===== config.mk =====
export PLATFORM = sky130hd
export DESIGN_NAME = dp_aux_channel_requester
export DESIGN_NICKNAME = d
export VERILOG_FILES = /design/src/logic/dp_aux_pkg.sv /design/src/logic/aux_bit_clock_divider.sv /design/src/logic/dp_aux_channel_requester.sv
export VERILOG_INCLUDE_DIRS = /design/src /design/src/logic
export SDC_FILE = /design/constraint.sdc
export NUM_CORES = 1
export LEC_CHECK = 0
export ABC_AREA = 1
export BUFFER_PORTS_ARGS = -buffer_cell sky130_fd_sc_hd__buf_2
export CAP_MARGIN = 20
export CORE_MARGIN = 5
export CORE_UTILIZATION = 60
export DETAILED_ROUTE_END_ITERATION = 6
export GPL_TIMING_DRIVEN = 0
export PLACE_DENSITY_LB_ADDON = 0.3
export REMOVE_ABC_BUFFERS = 1
export SLEW_MARGIN = 20
export SYNTH_ARGS = -nofsm -noshare
export SYNTH_HDL_FRONTEND = slang
export SYNTH_SLANG_ARGS = --single-unit

===== constraint.sdc =====
create_clock -name REF_CLK_I -period 6.1 [get_ports REF_CLK_I]
set_input_delay 1.22 -clock REF_CLK_I [delete_from_list [all_inputs] [get_ports REF_CLK_I]]
set_output_delay 1.22 -clock REF_CLK_I [all_outputs]
set_load 0.02 [all_outputs]

===== src/logic/dp_aux_regs.svh =====
// register indices, field positions, reset values and timing for the aux requester
`ifndef DP_AUX_REGS_SVH
`define DP_AUX_REGS_SVH

// register indices on the word-wide register port
`define AUX_IDX_CTL        3'h0
`define AUX_IDX_DATA0      3'h1
`define AUX_IDX_DATA4      3'h5

// control register field positions
`define AUX_BIT_BUSY       31
`define AUX_BIT_DONE       30
`define AUX_BIT_IRQ_EN     29
`define AUX_BIT_TMO        28
`define AUX_TMO_SEL_HI     27
`define AUX_TMO_SEL_LO     26
`define AUX_BIT_RX_ERR     25
`define AUX_SIZE_HI        24
`define AUX_SIZE_LO        20
`define AUX_PRE_HI         19
`define AUX_PRE_LO         16
`define AUX_DIV_HI         10
`define AUX_DIV_LO         0

// reset values
`define AUX_RST_TMO_SEL    2'h0
`define AUX_RST_PRE        4'h5
`define AUX_RST_DIV        11'h014
`define AUX_RST_SIZE       5'h00
`define AUX_RST_DATA       32'h00000000

// timing and framing
`define AUX_REF_CLK_MHZ    40
`define AUX_TMO0_US        400
`define AUX_TMO1_US        600
`define AUX_TMO2_US        800
`define AUX_TMO3_US        1600
`define AUX_PRE_FIXED      6'h1a
`define AUX_SYNC_HALVES    4'h8
`define AUX_SYNC_HIGH      4'h4
`define AUX_MAX_BYTES      5'h14

`endif

===== src/logic/dp_aux_pkg.sv =====
// types shared by the aux channel requester files
package dp_aux_pkg;

    // sequencer states, one-hot
    typedef enum logic [6:0] {
        ST_IDLE    = 7'b0000001,
        ST_PRECHG  = 7'b0000010,
        ST_SYNC    = 7'b0000100,
        ST_DATA    = 7'b0001000,
        ST_STOP    = 7'b0010000,
        ST_LISTEN  = 7'b0100000,
        ST_RECEIVE = 7'b1000000
    } aux_state_t;

    // software-written control fields
    typedef struct packed {
        logic        irq_en;
        logic [1:0]  tmo_sel;
        logic [4:0]  size;
        logic [3:0]  precharge;
        logic [10:0] double_rate_divisor;
    } aux_ctl_t;

    // sticky status flags
    typedef struct packed {
        logic done;
        logic tmo;
        logic rx_err;
    } aux_flags_t;

endpackage : dp_aux_pkg


===== src/logic/aux_bit_clock_divider.sv =====
// divides the reference clock into half-bit ticks for the aux channel
`timescale 1ns/1ps
`default_nettype none
module aux_bit_clock_divider (
    input  wire logic        clk_i,
    input  wire logic        rst_n_i,
    input  wire logic        ce_i,
    input  wire logic [10:0] divisor_i,
    input  wire logic        restart_i,
    input  wire logic [10:0] preset_i,
    output logic             tick_o
);
    logic [10:0] cnt;      // reference cycles within a half bit
    logic [10:0] last;     // terminal count, never below zero

    // a divisor of zero behaves as one
    assign last = (divisor_i == 11'h000) ? 11'h000 : divisor_i - 11'h001;

    // count and tick; a restart lets callers pick the tick phase
    always_ff @(posedge clk_i or negedge rst_n_i) begin
        if (!rst_n_i) begin
            cnt    <= 11'h000;
            tick_o <= 1'b0;
        end else if (ce_i) begin
            if (restart_i) begin
                cnt    <= preset_i;
                tick_o <= 1'b0;
            end else if (cnt >= last) begin
                cnt    <= 11'h000;
                tick_o <= 1'b1;
            end else begin
                cnt    <= cnt + 11'h001;
                tick_o <= 1'b0;
            end
        end
    end
endmodule : aux_bit_clock_divider
`default_nettype wire


===== src/logic/dp_aux_channel_requester.sv =====
// aux channel requester: control and data registers, serialiser, receiver
//
// Overview of operation
// - writing busy bit starts; reads one till end
// - ends on full reply, timeout or receive error
// - writing zero to busy does nothing
// - sticky done flag, write one clears
// - enabled interrupt on completion, timeout or receive error
// - sticky timeout flag, write one clears
// - two-bit field picks 400/600/800/1600us wait
// - sticky receive error on bad reply data or bad size
// - precharge sends 26 plus per-microsecond pulses
// - precharge field counts two-microsecond units, reset 5
// - eleven-bit divisor makes double bit rate clock
// - divider runs from the reference clock, gated by CE_I
// - request bytes come from five data words
// - most significant byte of each word first
// - data words return reply bytes after completion
`timescale 1ns/1ps
`default_nettype none
`include "dp_aux_regs.svh"
module dp_aux_channel_requester #(
    parameter int unsigned TMO0_CYCLES = `AUX_TMO0_US * `AUX_REF_CLK_MHZ,
    parameter int unsigned TMO1_CYCLES = `AUX_TMO1_US * `AUX_REF_CLK_MHZ,
    parameter int unsigned TMO2_CYCLES = `AUX_TMO2_US * `AUX_REF_CLK_MHZ,
    parameter int unsigned TMO3_CYCLES = `AUX_TMO3_US * `AUX_REF_CLK_MHZ
) (
    input  wire logic        REF_CLK_I,
    input  wire logic        RSTN_I,
    input  wire logic        CE_I,
    input  wire logic        REG_WR_I,
    input  wire logic        REG_RD_I,
    input  wire logic [2:0]  REG_IDX_I,
    input  wire logic [31:0] REG_WDATA_I,
    output logic [31:0]      REG_RDATA_O,
    output logic             AUX_IRQ_O,
    input  wire logic        AUX_IN_I,
    output logic             AUX_OUT_O,
    output logic             AUX_OE_N_O
);
    dp_aux_pkg::aux_state_t state;     // sequencer state
    dp_aux_pkg::aux_ctl_t   ctl;       // control fields
    dp_aux_pkg::aux_flags_t flags;     // sticky flags
    logic [31:0] data_word [0:4];      // request and reply bytes
    logic        tick;                 // half-bit tick
    logic        ph;                   // second half of a bit
    logic [5:0]  cnt;                  // pulse or half counter
    logic [2:0]  bit_cnt;              // bit within byte, counts down
    logic [4:0]  byte_idx;             // byte being sent
    logic [4:0]  rx_count;             // reply bytes stored
    logic [6:0]  rx_shift;             // reply bits so far
    logic        first_half;           // sampled first half level
    logic [16:0] tmo_cnt;              // reference cycles since release
    logic [12:0] run_cnt;              // length of current high level
    logic        busy;                 // transaction in flight
    logic        wr_ctl;               // control register write
    logic        start_go;             // accepted start
    logic        fin_ok;               // reply received
    logic        fin_tmo;              // wait expired
    logic        fin_err;              // bad reply or bad size
    logic        fin_any;              // transaction ends
    logic        rx_store;             // reply byte complete
    logic        sync_hit;             // reply sync found
    logic        div_restart;          // realign divider phase
    logic [10:0] div_preset;           // divider phase after realign
    logic [16:0] tmo_limit;            // selected wait in cycles
    logic [12:0] sync_thr;             // three half bits
    logic [5:0]  pre_pulses;           // total precharge pulses
    logic        tx_bit;               // bit being serialised

    // bit offset of a byte lane, most significant byte at index 0
    function automatic logic [4:0] lane_base(input logic [4:0] idx);
        lane_base = {~idx[1:0], 3'h0};
    endfunction : lane_base

    // true for one of the five data word indices
    function automatic logic is_data_idx(input logic [2:0] idx);
        is_data_idx = (idx >= `AUX_IDX_DATA0) && (idx <= `AUX_IDX_DATA4);
    endfunction : is_data_idx

    assign busy   = (state != dp_aux_pkg::ST_IDLE);
    assign wr_ctl = REG_WR_I && (REG_IDX_I == `AUX_IDX_CTL);
    assign start_go = wr_ctl && REG_WDATA_I[`AUX_BIT_BUSY] && !busy;
    assign pre_pulses = `AUX_PRE_FIXED + {1'b0, ctl.precharge, 1'b0};
    assign sync_thr = {2'h0, ctl.double_rate_divisor}
                    + {1'b0, ctl.double_rate_divisor, 1'b0};
    assign tx_bit = data_word[byte_idx[4:2]][lane_base(byte_idx)
                                             + {2'h0, bit_cnt}];
    assign fin_any = fin_ok || fin_tmo || fin_err;

    always_comb begin
        unique case (ctl.tmo_sel)
            2'h0: tmo_limit = 17'(TMO0_CYCLES);
            2'h1: tmo_limit = 17'(TMO1_CYCLES);
            2'h2: tmo_limit = 17'(TMO2_CYCLES);
            2'h3: tmo_limit = 17'(TMO3_CYCLES);
        endcase
    end

    // end-of-transaction and reply events
    always_comb begin
        fin_ok      = 1'b0;
        fin_tmo     = 1'b0;
        fin_err     = 1'b0;
        rx_store    = 1'b0;
        sync_hit    = 1'b0;
        div_restart = start_go;
        div_preset  = 11'h000;
        if (start_go && (REG_WDATA_I[`AUX_SIZE_HI:`AUX_SIZE_LO] == 5'h00 ||
            REG_WDATA_I[`AUX_SIZE_HI:`AUX_SIZE_LO] > `AUX_MAX_BYTES)) begin
            fin_err = 1'b1;
        end
        if (state == dp_aux_pkg::ST_LISTEN) begin
            if (tmo_cnt >= tmo_limit) begin
                fin_tmo = 1'b1;
            end else if (!AUX_IN_I && run_cnt >= sync_thr) begin
                // sync end found: ticks land mid half from here
                sync_hit    = 1'b1;
                div_restart = 1'b1;
                div_preset  = {1'b0, ctl.double_rate_divisor[10:1]};
            end
        end
        if (state == dp_aux_pkg::ST_RECEIVE && tick && cnt[2] && ph) begin
            if (first_half == AUX_IN_I) begin
                if (AUX_IN_I && bit_cnt == 3'h7 && rx_count != 5'h00) begin
                    fin_ok = 1'b1;
                end else begin
                    fin_err = 1'b1;
                end
            end else if (bit_cnt == 3'h0) begin
                if (rx_count == `AUX_MAX_BYTES) begin
                    fin_err = 1'b1;
                end else begin
                    rx_store = 1'b1;
                end
            end
        end
    end

    aux_bit_clock_divider u_div (
        .clk_i     (REF_CLK_I),
        .rst_n_i   (RSTN_I),
        .ce_i      (CE_I),
        .divisor_i (ctl.double_rate_divisor),
        .restart_i (div_restart),
        .preset_i  (div_preset),
        .tick_o    (tick)
    );

    // sequencer: precharge, sync, data, stop, listen, receive
    always_ff @(posedge REF_CLK_I or negedge RSTN_I) begin
        if (!RSTN_I) begin
            state      <= dp_aux_pkg::ST_IDLE;
            ph         <= 1'b0;
            cnt        <= 6'h00;
            bit_cnt    <= 3'h7;
            byte_idx   <= 5'h00;
            AUX_OUT_O  <= 1'b0;
            AUX_OE_N_O <= 1'b1;
        end else if (CE_I) begin
            unique case (state)
                dp_aux_pkg::ST_IDLE: begin
                    if (start_go && !fin_err) begin
                        state    <= dp_aux_pkg::ST_PRECHG;
                        ph       <= 1'b0;
                        cnt      <= 6'h00;
                        bit_cnt  <= 3'h7;
                        byte_idx <= 5'h00;
                    end
                end
                dp_aux_pkg::ST_PRECHG: if (tick) begin
                    AUX_OE_N_O <= 1'b0;
                    AUX_OUT_O  <= ph;
                    ph         <= !ph;
                    if (ph) begin
                        cnt <= cnt + 6'h01;
                        if (cnt == pre_pulses - 6'h01) begin
                            state <= dp_aux_pkg::ST_SYNC;
                            cnt   <= 6'h00;
                        end
                    end
                end
                // sync end: two microseconds high, two low
                dp_aux_pkg::ST_SYNC: if (tick) begin
                    AUX_OUT_O <= (cnt[3:0] < `AUX_SYNC_HIGH);
                    cnt       <= cnt + 6'h01;
                    if (cnt[3:0] == `AUX_SYNC_HALVES - 4'h1) begin
                        state <= dp_aux_pkg::ST_DATA;
                        cnt   <= 6'h00;
                    end
                end
                dp_aux_pkg::ST_DATA: if (tick) begin
                    AUX_OUT_O <= ph ? !tx_bit : tx_bit;
                    ph        <= !ph;
                    if (ph) begin
                        bit_cnt <= bit_cnt - 3'h1;
                        if (bit_cnt == 3'h0) begin
                            byte_idx <= byte_idx + 5'h01;
                            if (byte_idx == ctl.size - 5'h01) begin
                                state <= dp_aux_pkg::ST_STOP;
                            end
                        end
                    end
                end
                // stop pattern, then the line is let go
                dp_aux_pkg::ST_STOP: if (tick) begin
                    AUX_OUT_O <= (cnt[3:0] < `AUX_SYNC_HIGH);
                    cnt       <= cnt + 6'h01;
                    if (cnt[3:0] == `AUX_SYNC_HALVES) begin
                        AUX_OE_N_O <= 1'b1;
                        AUX_OUT_O  <= 1'b0;
                        state      <= dp_aux_pkg::ST_LISTEN;
                        cnt        <= 6'h00;
                    end
                end
                dp_aux_pkg::ST_LISTEN: begin
                    if (fin_tmo) begin
                        state <= dp_aux_pkg::ST_IDLE;
                    end else if (sync_hit) begin
                        state   <= dp_aux_pkg::ST_RECEIVE;
                        ph      <= 1'b0;
                        cnt     <= 6'h00;
                        bit_cnt <= 3'h7;
                    end
                end
                // skip the sync low, then two samples per bit
                dp_aux_pkg::ST_RECEIVE: begin
                    if (fin_any) begin
                        state <= dp_aux_pkg::ST_IDLE;
                    end else if (tick && !cnt[2]) begin
                        cnt <= cnt + 6'h01;
                    end else if (tick) begin
                        ph <= !ph;
                        if (ph) begin
                            bit_cnt <= bit_cnt - 3'h1;
                        end
                    end
                end
            endcase
        end
    end

    // reply receive capture and wait counters
    always_ff @(posedge REF_CLK_I or negedge RSTN_I) begin
        if (!RSTN_I) begin
            tmo_cnt    <= 17'h00000;
            run_cnt    <= 13'h0000;
            rx_count   <= 5'h00;
            rx_shift   <= 7'h00;
            first_half <= 1'b0;
        end else if (CE_I) begin
            if (start_go) begin
                rx_count <= 5'h00;
            end
            if (state != dp_aux_pkg::ST_LISTEN) begin
                tmo_cnt <= 17'h00000;
                run_cnt <= 13'h0000;
            end else begin
                tmo_cnt <= tmo_cnt + 17'h00001;
                // saturating length of the current high level
                if (!AUX_IN_I) begin
                    run_cnt <= 13'h0000;
                end else if (run_cnt != 13'h1fff) begin
                    run_cnt <= run_cnt + 13'h0001;
                end
            end
            if (state == dp_aux_pkg::ST_RECEIVE && tick && cnt[2]) begin
                if (!ph) begin
                    first_half <= AUX_IN_I;
                end else begin
                    rx_shift <= {rx_shift[5:0], first_half};
                end
            end
            if (rx_store) begin
                rx_count <= rx_count + 5'h01;
            end
        end
    end

    // data words: software writes when idle, reply bytes land in place
    always_ff @(posedge REF_CLK_I or negedge RSTN_I) begin
        if (!RSTN_I) begin
            for (int i = 0; i < 5; i++) begin
                data_word[i] <= `AUX_RST_DATA;
            end
        end else if (CE_I) begin
            if (REG_WR_I && !busy && is_data_idx(REG_IDX_I)) begin
                data_word[REG_IDX_I - `AUX_IDX_DATA0] <= REG_WDATA_I;
            end
            if (rx_store) begin
                data_word[rx_count[4:2]][lane_base(rx_count) +: 8]
                    <= {rx_shift, first_half};
            end
        end
    end

    // control fields; ignored while busy
    always_ff @(posedge REF_CLK_I or negedge RSTN_I) begin
        if (!RSTN_I) begin
            ctl.irq_en              <= 1'b0;
            ctl.tmo_sel             <= `AUX_RST_TMO_SEL;
            ctl.size                <= `AUX_RST_SIZE;
            ctl.precharge           <= `AUX_RST_PRE;
            ctl.double_rate_divisor <= `AUX_RST_DIV;
        end else if (CE_I) begin
            if (wr_ctl && !busy) begin
                ctl.irq_en    <= REG_WDATA_I[`AUX_BIT_IRQ_EN];
                ctl.tmo_sel   <= REG_WDATA_I[`AUX_TMO_SEL_HI:`AUX_TMO_SEL_LO];
                ctl.size      <= REG_WDATA_I[`AUX_SIZE_HI:`AUX_SIZE_LO];
                ctl.precharge <= REG_WDATA_I[`AUX_PRE_HI:`AUX_PRE_LO];
                ctl.double_rate_divisor
                    <= REG_WDATA_I[`AUX_DIV_HI:`AUX_DIV_LO];
            end
            if (fin_ok) begin
                ctl.size <= rx_count;
            end
        end
    end

    // sticky flags: set beats a clearing write in the same cycle
    always_ff @(posedge REF_CLK_I or negedge RSTN_I) begin
        if (!RSTN_I) begin
            flags <= '0;
        end else if (CE_I) begin
            flags.done <= (flags.done
                           && !(wr_ctl && REG_WDATA_I[`AUX_BIT_DONE]))
                          || fin_any;
            flags.tmo <= (flags.tmo
                          && !(wr_ctl && REG_WDATA_I[`AUX_BIT_TMO]))
                         || fin_tmo;
            flags.rx_err <= (flags.rx_err
                             && !(wr_ctl && REG_WDATA_I[`AUX_BIT_RX_ERR]))
                            || fin_err;
        end
    end

    always_ff @(posedge REF_CLK_I or negedge RSTN_I) begin
        if (!RSTN_I) begin
            AUX_IRQ_O <= 1'b0;
        end else if (CE_I) begin
            AUX_IRQ_O <= fin_any && ctl.irq_en;
        end
    end

    // registered read data; unmapped indices read zero
    always_ff @(posedge REF_CLK_I or negedge RSTN_I) begin
        if (!RSTN_I) begin
            REG_RDATA_O <= 32'h00000000;
        end else if (CE_I && REG_RD_I) begin
            if (REG_IDX_I == `AUX_IDX_CTL) begin
                REG_RDATA_O <= {busy, flags.done, ctl.irq_en, flags.tmo,
                                ctl.tmo_sel, flags.rx_err, ctl.size,
                                ctl.precharge, 5'h00,
                                ctl.double_rate_divisor};
            end else if (is_data_idx(REG_IDX_I)) begin
                REG_RDATA_O <= data_word[REG_IDX_I - `AUX_IDX_DATA0];
            end else begin
                REG_RDATA_O <= 32'h00000000;
            end
        end
    end
endmodule : dp_aux_channel_requester
`default_nettype wire


# Word level (Yosys, flattened, before mapping)
# Cells that the tools add are included.
# word_totals
register_bits	298
latch_bits	0
mem_bits_rw	0
mem_bits_ro	0
in_bits	41
output_inout_bits	35
wordCells	291
mem_count	0
# op_classes
addsub	15
mul	0
n_div	0
magnitude_cmp	13
n_eq_ne	40
shifts	2
mux	117
n_bitwise	6
n_reduce_logical	69
# op_table
operator	n
$mux W160	3
$bwmux W160	2
$mux W32	8
$bmux W32 S3	2
$demux W32 S3	2
$mux W7	15
$mux W6	12
$pmux W17 S4	1
$pmux W7 S7	1
$mux W1	39
$mux W13	3
$pmux W6 S6	1
$mux W5	7
$mux W11	3
$shift A8 B7 Y32 const A	1
$shiftx A8 B7 Y32	1
$mux W10	3
$ne A2 B2 Y1 const B	14
$logic_and A1 B1 Y1	26
$mux W3	7
$mux W20	1
$add A17 B1 Y17 const B	1
$ge A17 B17 Y1	1
$mux W17	1
other kinds (69)	107

# Depth between registers and ports, before layout
# logic_depth
word_depth	14
depth_mapped	26
mapped_depth_nobuf	26

# Cells and area by module
# Synthesis repeated with hierarchy kept, for this count alone.
# unflattened
hier_cells	3047
area_unflattened_um2	21269.1
# modules_own_cells
module	instances	cells_per_inst	area_each_um2	seq_area_each_um2
dp_aux_channel_requester	1	2839	19826.5	7168.1
aux_bit_clock_divider	1	208	1442.6	300.3

# Least setup slack after synthesis
# OpenSTA, ideal clock, no wires.
# synth_timing
path_kind	register to register
startpoint	register ctl[2] (netlist name)
endpoint	register cnt[0]
setup_time_ns	0.117
arrival_time_ns	3.564
required_time_ns	5.983
slack_ns	2.419
stages_incl_launch_ff	27
n_path_buf	0
period_less_slack_ns	3.681
path_cell_list	dfstp_2 -> inv_1 -> ha_1 -> nand2_1 -> nor2_1 -> a211oi_1 -> o21ai_0 -> nand2_1 -> nand2_1 -> a21oi_1 -> nor2_1 -> o21ai_0 -> nand2_1 -> nand2_1 -> nand2_1 -> ha_1 -> nand2_1 -> nor2_1 -> a21oi_1 -> nand3_1 -> nand3_1 -> nand2_1 -> inv_1 -> nor2_1 -> nand3_2 -> nand2_1 -> nand2_1
# synth_via
elab_chain_len	8
# synth_lines
element	line_no	rtl
start: declaration	dp_aux_channel_requester.sv:42	dp_aux_pkg::aux_ctl_t ctl;
$add A11 B12 Y13	dp_aux_channel_requester.sv:86	+ {1'b0, ctl.double_rate_divisor, 1'b0};
$ge A13 B13 Y1	dp_aux_channel_requester.sv:116	end else if (!AUX_IN_I && run_cnt >= sync_thr) begin
$logic_and A1 B1 Y1	dp_aux_channel_requester.sv:116	
$mux W1	dp_aux_channel_requester.sv:116	
$mux W1	dp_aux_channel_requester.sv:114	if (tmo_cnt >= tmo_limit) begin
$mux W1	dp_aux_channel_requester.sv:113	if (state == dp_aux_pkg::ST_LISTEN) begin
$ne A2 B2 Y1 (no line)	n/a	
$reduce_and A11 Y1 (no line)	n/a	
end signal: assignment	dp_aux_channel_requester.sv:176	cnt <= cnt + 6'h01;
end signal: assignment	dp_aux_channel_requester.sv:186	cnt <= cnt + 6'h01;
end signal: assignment	dp_aux_channel_requester.sv:208	cnt <= cnt + 6'h01;
end: declaration	dp_aux_channel_requester.sv:47	logic [5:0] cnt;
# No other way between the ends.
# A chain may end at the register's enable or synchronous reset.

# Worst setup path after layout
# layout_timing
startpoint	input REG_IDX_I[0]
endpoint	register data_word[107] (netlist name)
# layout_via
elab_chain_len	11
word_cells_on_any_way	16
classes_between	add/sub (1); order compare (4); mux (7); bitwise (1); reduce/logical (3)
# layout_lines
element	line_no	rtl
start: declaration	dp_aux_channel_requester.sv:33	input wire logic [2:0] REG_IDX_I,
$sub A3 B1 Y3 (no line)	n/a	
$not A3 Y4	dp_aux_channel_requester.sv:288	data_word[REG_IDX_I - `AUX_IDX_DATA0] <= REG_WDATA_I;
$ge A4 B4 Y1 or $lt A4 B1 Y1 (tied branches)	dp_aux_channel_requester.sv:288	
$logic_and A1 B1 Y1	dp_aux_channel_requester.sv:288	
$mux W32	dp_aux_channel_requester.sv:288	
$demux W32 S3	dp_aux_channel_requester.sv:288	
$bwmux W160	dp_aux_channel_requester.sv:288	
$mux W160 *	dp_aux_channel_requester.sv:287	if (REG_WR_I && !busy && is_data_idx(REG_IDX_I)) begin
$mux W160 *	dp_aux_channel_requester.sv:286	end else if (CE_I) begin
$bwmux W160	dp_aux_channel_requester.sv:291	data_word[rx_count[4:2]][lane_base(rx_count) +: 8]
$mux W160 *	dp_aux_channel_requester.sv:290	if (rx_store) begin
end signal: indexed assignment	dp_aux_channel_requester.sv:284	data_word[i] <= `AUX_RST_DATA;
end: declaration	dp_aux_channel_requester.sv:44	logic [31:0] data_word [0:4];
# Every way passes the cells marked *; elsewhere a longest branch is shown, timed or not. The select of a mux whose other input is x is not followed.

==> flow_summary.yaml <==
synthesis:
  yosys.area_share.adder_pct: 4.68
  ys_warn_count: 0
  synthMuxAreaShare_pct: 0
  synth-xor-area-share_pct: 1.25
  seq_area_frac_synth_pct: 35.5
  avgSynthCellArea_um2: 7.08
  yosysTopAreaCell: "dfrtp_1"
  ys_top_cells_by_count: "nand2_1 (568), inv_1 (326), nor2_1 (309)"
  synth_cell_type_count: 56
  synth-async-reset-ratio_pct: 100
  synth_most_common_cell: "nand2_1"
  syn_inst: 2970
  synth-edff-count: 0
  synth-main-ff-cell: "dfrtp_1"
  synth_area_leaders: "dfrtp_1 (34%), nand2_1 (10%), o21ai_0 (7.0%), o211ai_1 (6.5%), a21oi_1 (6.4%)"
  synth_compound_area_share_pct: 25.2
  synth_seq_cells: 298
  synth_top_family_by_area: "compound AO/OA/AOI/OAI gates"
  synth_area_mm2: 0.0210
  yosysTopAreaCellShare_pct: 34.4
  yosys.area_share.simple_pct: 23.8
critical_path:
  crit_type: "in2reg"
  crit_path_end: "data_word[107]$_DFFE_PN0P_"
  worstPathArrival_ns: 5.99
  startpoint: "REG_IDX_I[0]"
  reg2reg_to: "u_div.tick_o$_DFFE_PN0P_"
  required_ns: 6.50
  end_kind: "flip-flop"
  start_kind: "primary input"
  rr_worst_depth: 24
  rrSetupSlack_ns: 0.75
  r2r_start: "ctl[4]$_DFFE_PN1P_"
  cp_max_fo: 64
sta:
  fin_crit_ns: 5.58
  tns_ns: 0
  setup_viol: 0
  maxSlewViolCount: 0
  rsz0062_at_grt: "no"
  hold_ws_ns: 0.476
  finalHoldViolCount: 0
  fin_skew_ns: 0.0307
  period_share_pct: 91.5
  layout_setup_ws_ns: 0.519
  slew_headroom_pct: 18.1
  tightest_slew_ns: 1.22
  fmax_mhz: 179
floorplan:
  die_area_mm2: 0.0389
  die_w_um: 197
  die_h_um: 197
  core.rowCount: 68
  io-pin-count: 76
  core_area_mm2: 0.0345
  start_util_pct: 60.9
clock_tree:
  cts_setup_buffers: 0
  insertion_delay_ns: 0.56
  clk_path_buf_depth: 3
  cts_buffers: 36
  ctsResizeCount: 0
  clk_pin_slew_ns: 0.06
  htree_levels: 2
  cts_tree: "done"
  hold_buffers: 0
  numClockSinks: 298
  root_buffer: "clkbuf_16"
power_and_ir_drop:
  ir_drop_mv: 0.260
  power_mw: 7.14
  p_leak_nw: 10.2
  power.density_mw_per_mm2: 311
place:
  dp_hpwl_um: 46400
  placed_cells: 3347
  place_ws_ns: 0.183
  place.gp.congestion: 0.979
  portBuffers: 75
  postPlaceCellArea_mm2: 0.0217
status:
  outcome: "finished, final reports clean"
final_layout:
  layout-drive-gt1-share_pct: 7.37
  final_area_mm2: 0.0230
  layoutNonFillerInstCount: 3412
  nets: 3049
  finish.utilization_pct: 66.5
  syn2layout_area_growth_pct: 9.35
global_routing:
  antenna_found_initial: 3
  grt_util_all_layers_pct: 35.6
  grt_max_degree: 157
  grt_pass1_wl_um: 112000
  grt_overflow: 0
  first_global_vias: 21169
route:
  drt_iter0_drc: 3434
  ant_nets: 0
  wl_per_cell_um: 20.8
  route.detailed.drc: 0
  vias_per_cell: 6.47
  dr.pass1.iters: 6
  totalWireLength_um: 71000
  route.vias.total: 22078
flow_run:
  drv_cap: 0
hold_path:
  holdCritPathClass: "reg2reg"
[cells in the final DEF, fill, tap and decap left out, types with 8 or more instances in the layout]
cell	n
a22oi_1	25
xor2_1	20
clkbuf_16	37
nor2_2	10
ha_1	77
nand4_1	26
buf_16	8
inv_1	325
a221oi_1	12
nand2_1	568
nand3_1	153
nor3_1	43
o2111ai_1	33
buf_2	73
a31oi_1	41
o211ai_1	181
o21ai_0	296
xnor2_1	10
o21ai_1	15
clkbuf_1	8
dfstp_2	8
a21oi_1	270
dfrtp_1	288
nor2_1	305
nor2_4	18
[cells by family after synthesis]
logic type | after synthesis
buf+inv | 506
compound gates | 898
flops | 298
xor+xnor | 30
simple gates | 1160
fa+ha+maj | 78
[worst max-delay path, stage by stage]
cell and delay [ns]:
buf_2 0.14, inv_1 0.17, ha_1 0.20, or2_1 0.11, nand2_2 0.29, inv_2 0.51
nor2_1 0.08, nand2_1 0.54, clkinv_1 1.06, nand2_4 1.11, a21oi_1 0.19, o211ai_1 0.20
o21ai_0 0.12
[flip-flops by register name (all words and copies together) (netlist names), 3 cells and up]
register / cells
byte_idx: 5
rx_shift: 7
u_div.cnt: 11
bit_cnt: 3
state: 7
flags: 3
data_word: 160
run_cnt: 13
REG_RDATA_O: 32
ctl: 23
rx_count: 5
cnt: 6
tmo_cnt: 17
[layer usage]
metal	wire [µm]	share of wire [%]	global-route usage (%)
met1	27600	39	48.3
met2	31600	45	54.7
met3	8010	11	7.10
met4	3720	5.2	17.7
met5	21	0.030	0
[final cells by class]
class                      instances  area [µm²]
timing repair buffer              90         746
tap                              455         569
inverter                         338        1270
multi-input combinational       2166       11600
sequential                       298        7480
antenna                            1        2.50
clock inverter                    13         250
clock buffer                      51        1040
fill                            3007       11600
[power breakdown]
part           switching [mW]  internal, mW
sequential              0.344          2.27
combinational            1.45         0.689
clock                   0.901          1.48
[worst min path at each step]
| stage | startpoint | end | slack [ns] | cells past startpoint |
|---|---|---|---|---|
| floorplan | flags[2]$_DFFE_PN0P_ | flags[2]$_DFFE_PN0P_ | 0.45 | 2 |
| detailed placement | flags[2]$_DFFE_PN0P_ | flags[2]$_DFFE_PN0P_ | 0.47 | 2 |
| finish | AUX_OUT_O$_DFFE_PN0P_ | AUX_OUT_O$_DFFE_PN0P_ | 0.48 | 2 |
| CTS | flags[2]$_DFFE_PN0P_ | flags[2]$_DFFE_PN0P_ | 0.48 | 2 |
| global placement | flags[2]$_DFFE_PN0P_ | flags[2]$_DFFE_PN0P_ | 0.47 | 2 |
| global route | REG_RDATA_O[13]$_DFFE_PN0P_ | REG_RDATA_O[13]$_DFFE_PN0P_ | 0.50 | 2 |
No activity file was read; power rests on OpenSTA's default activity.
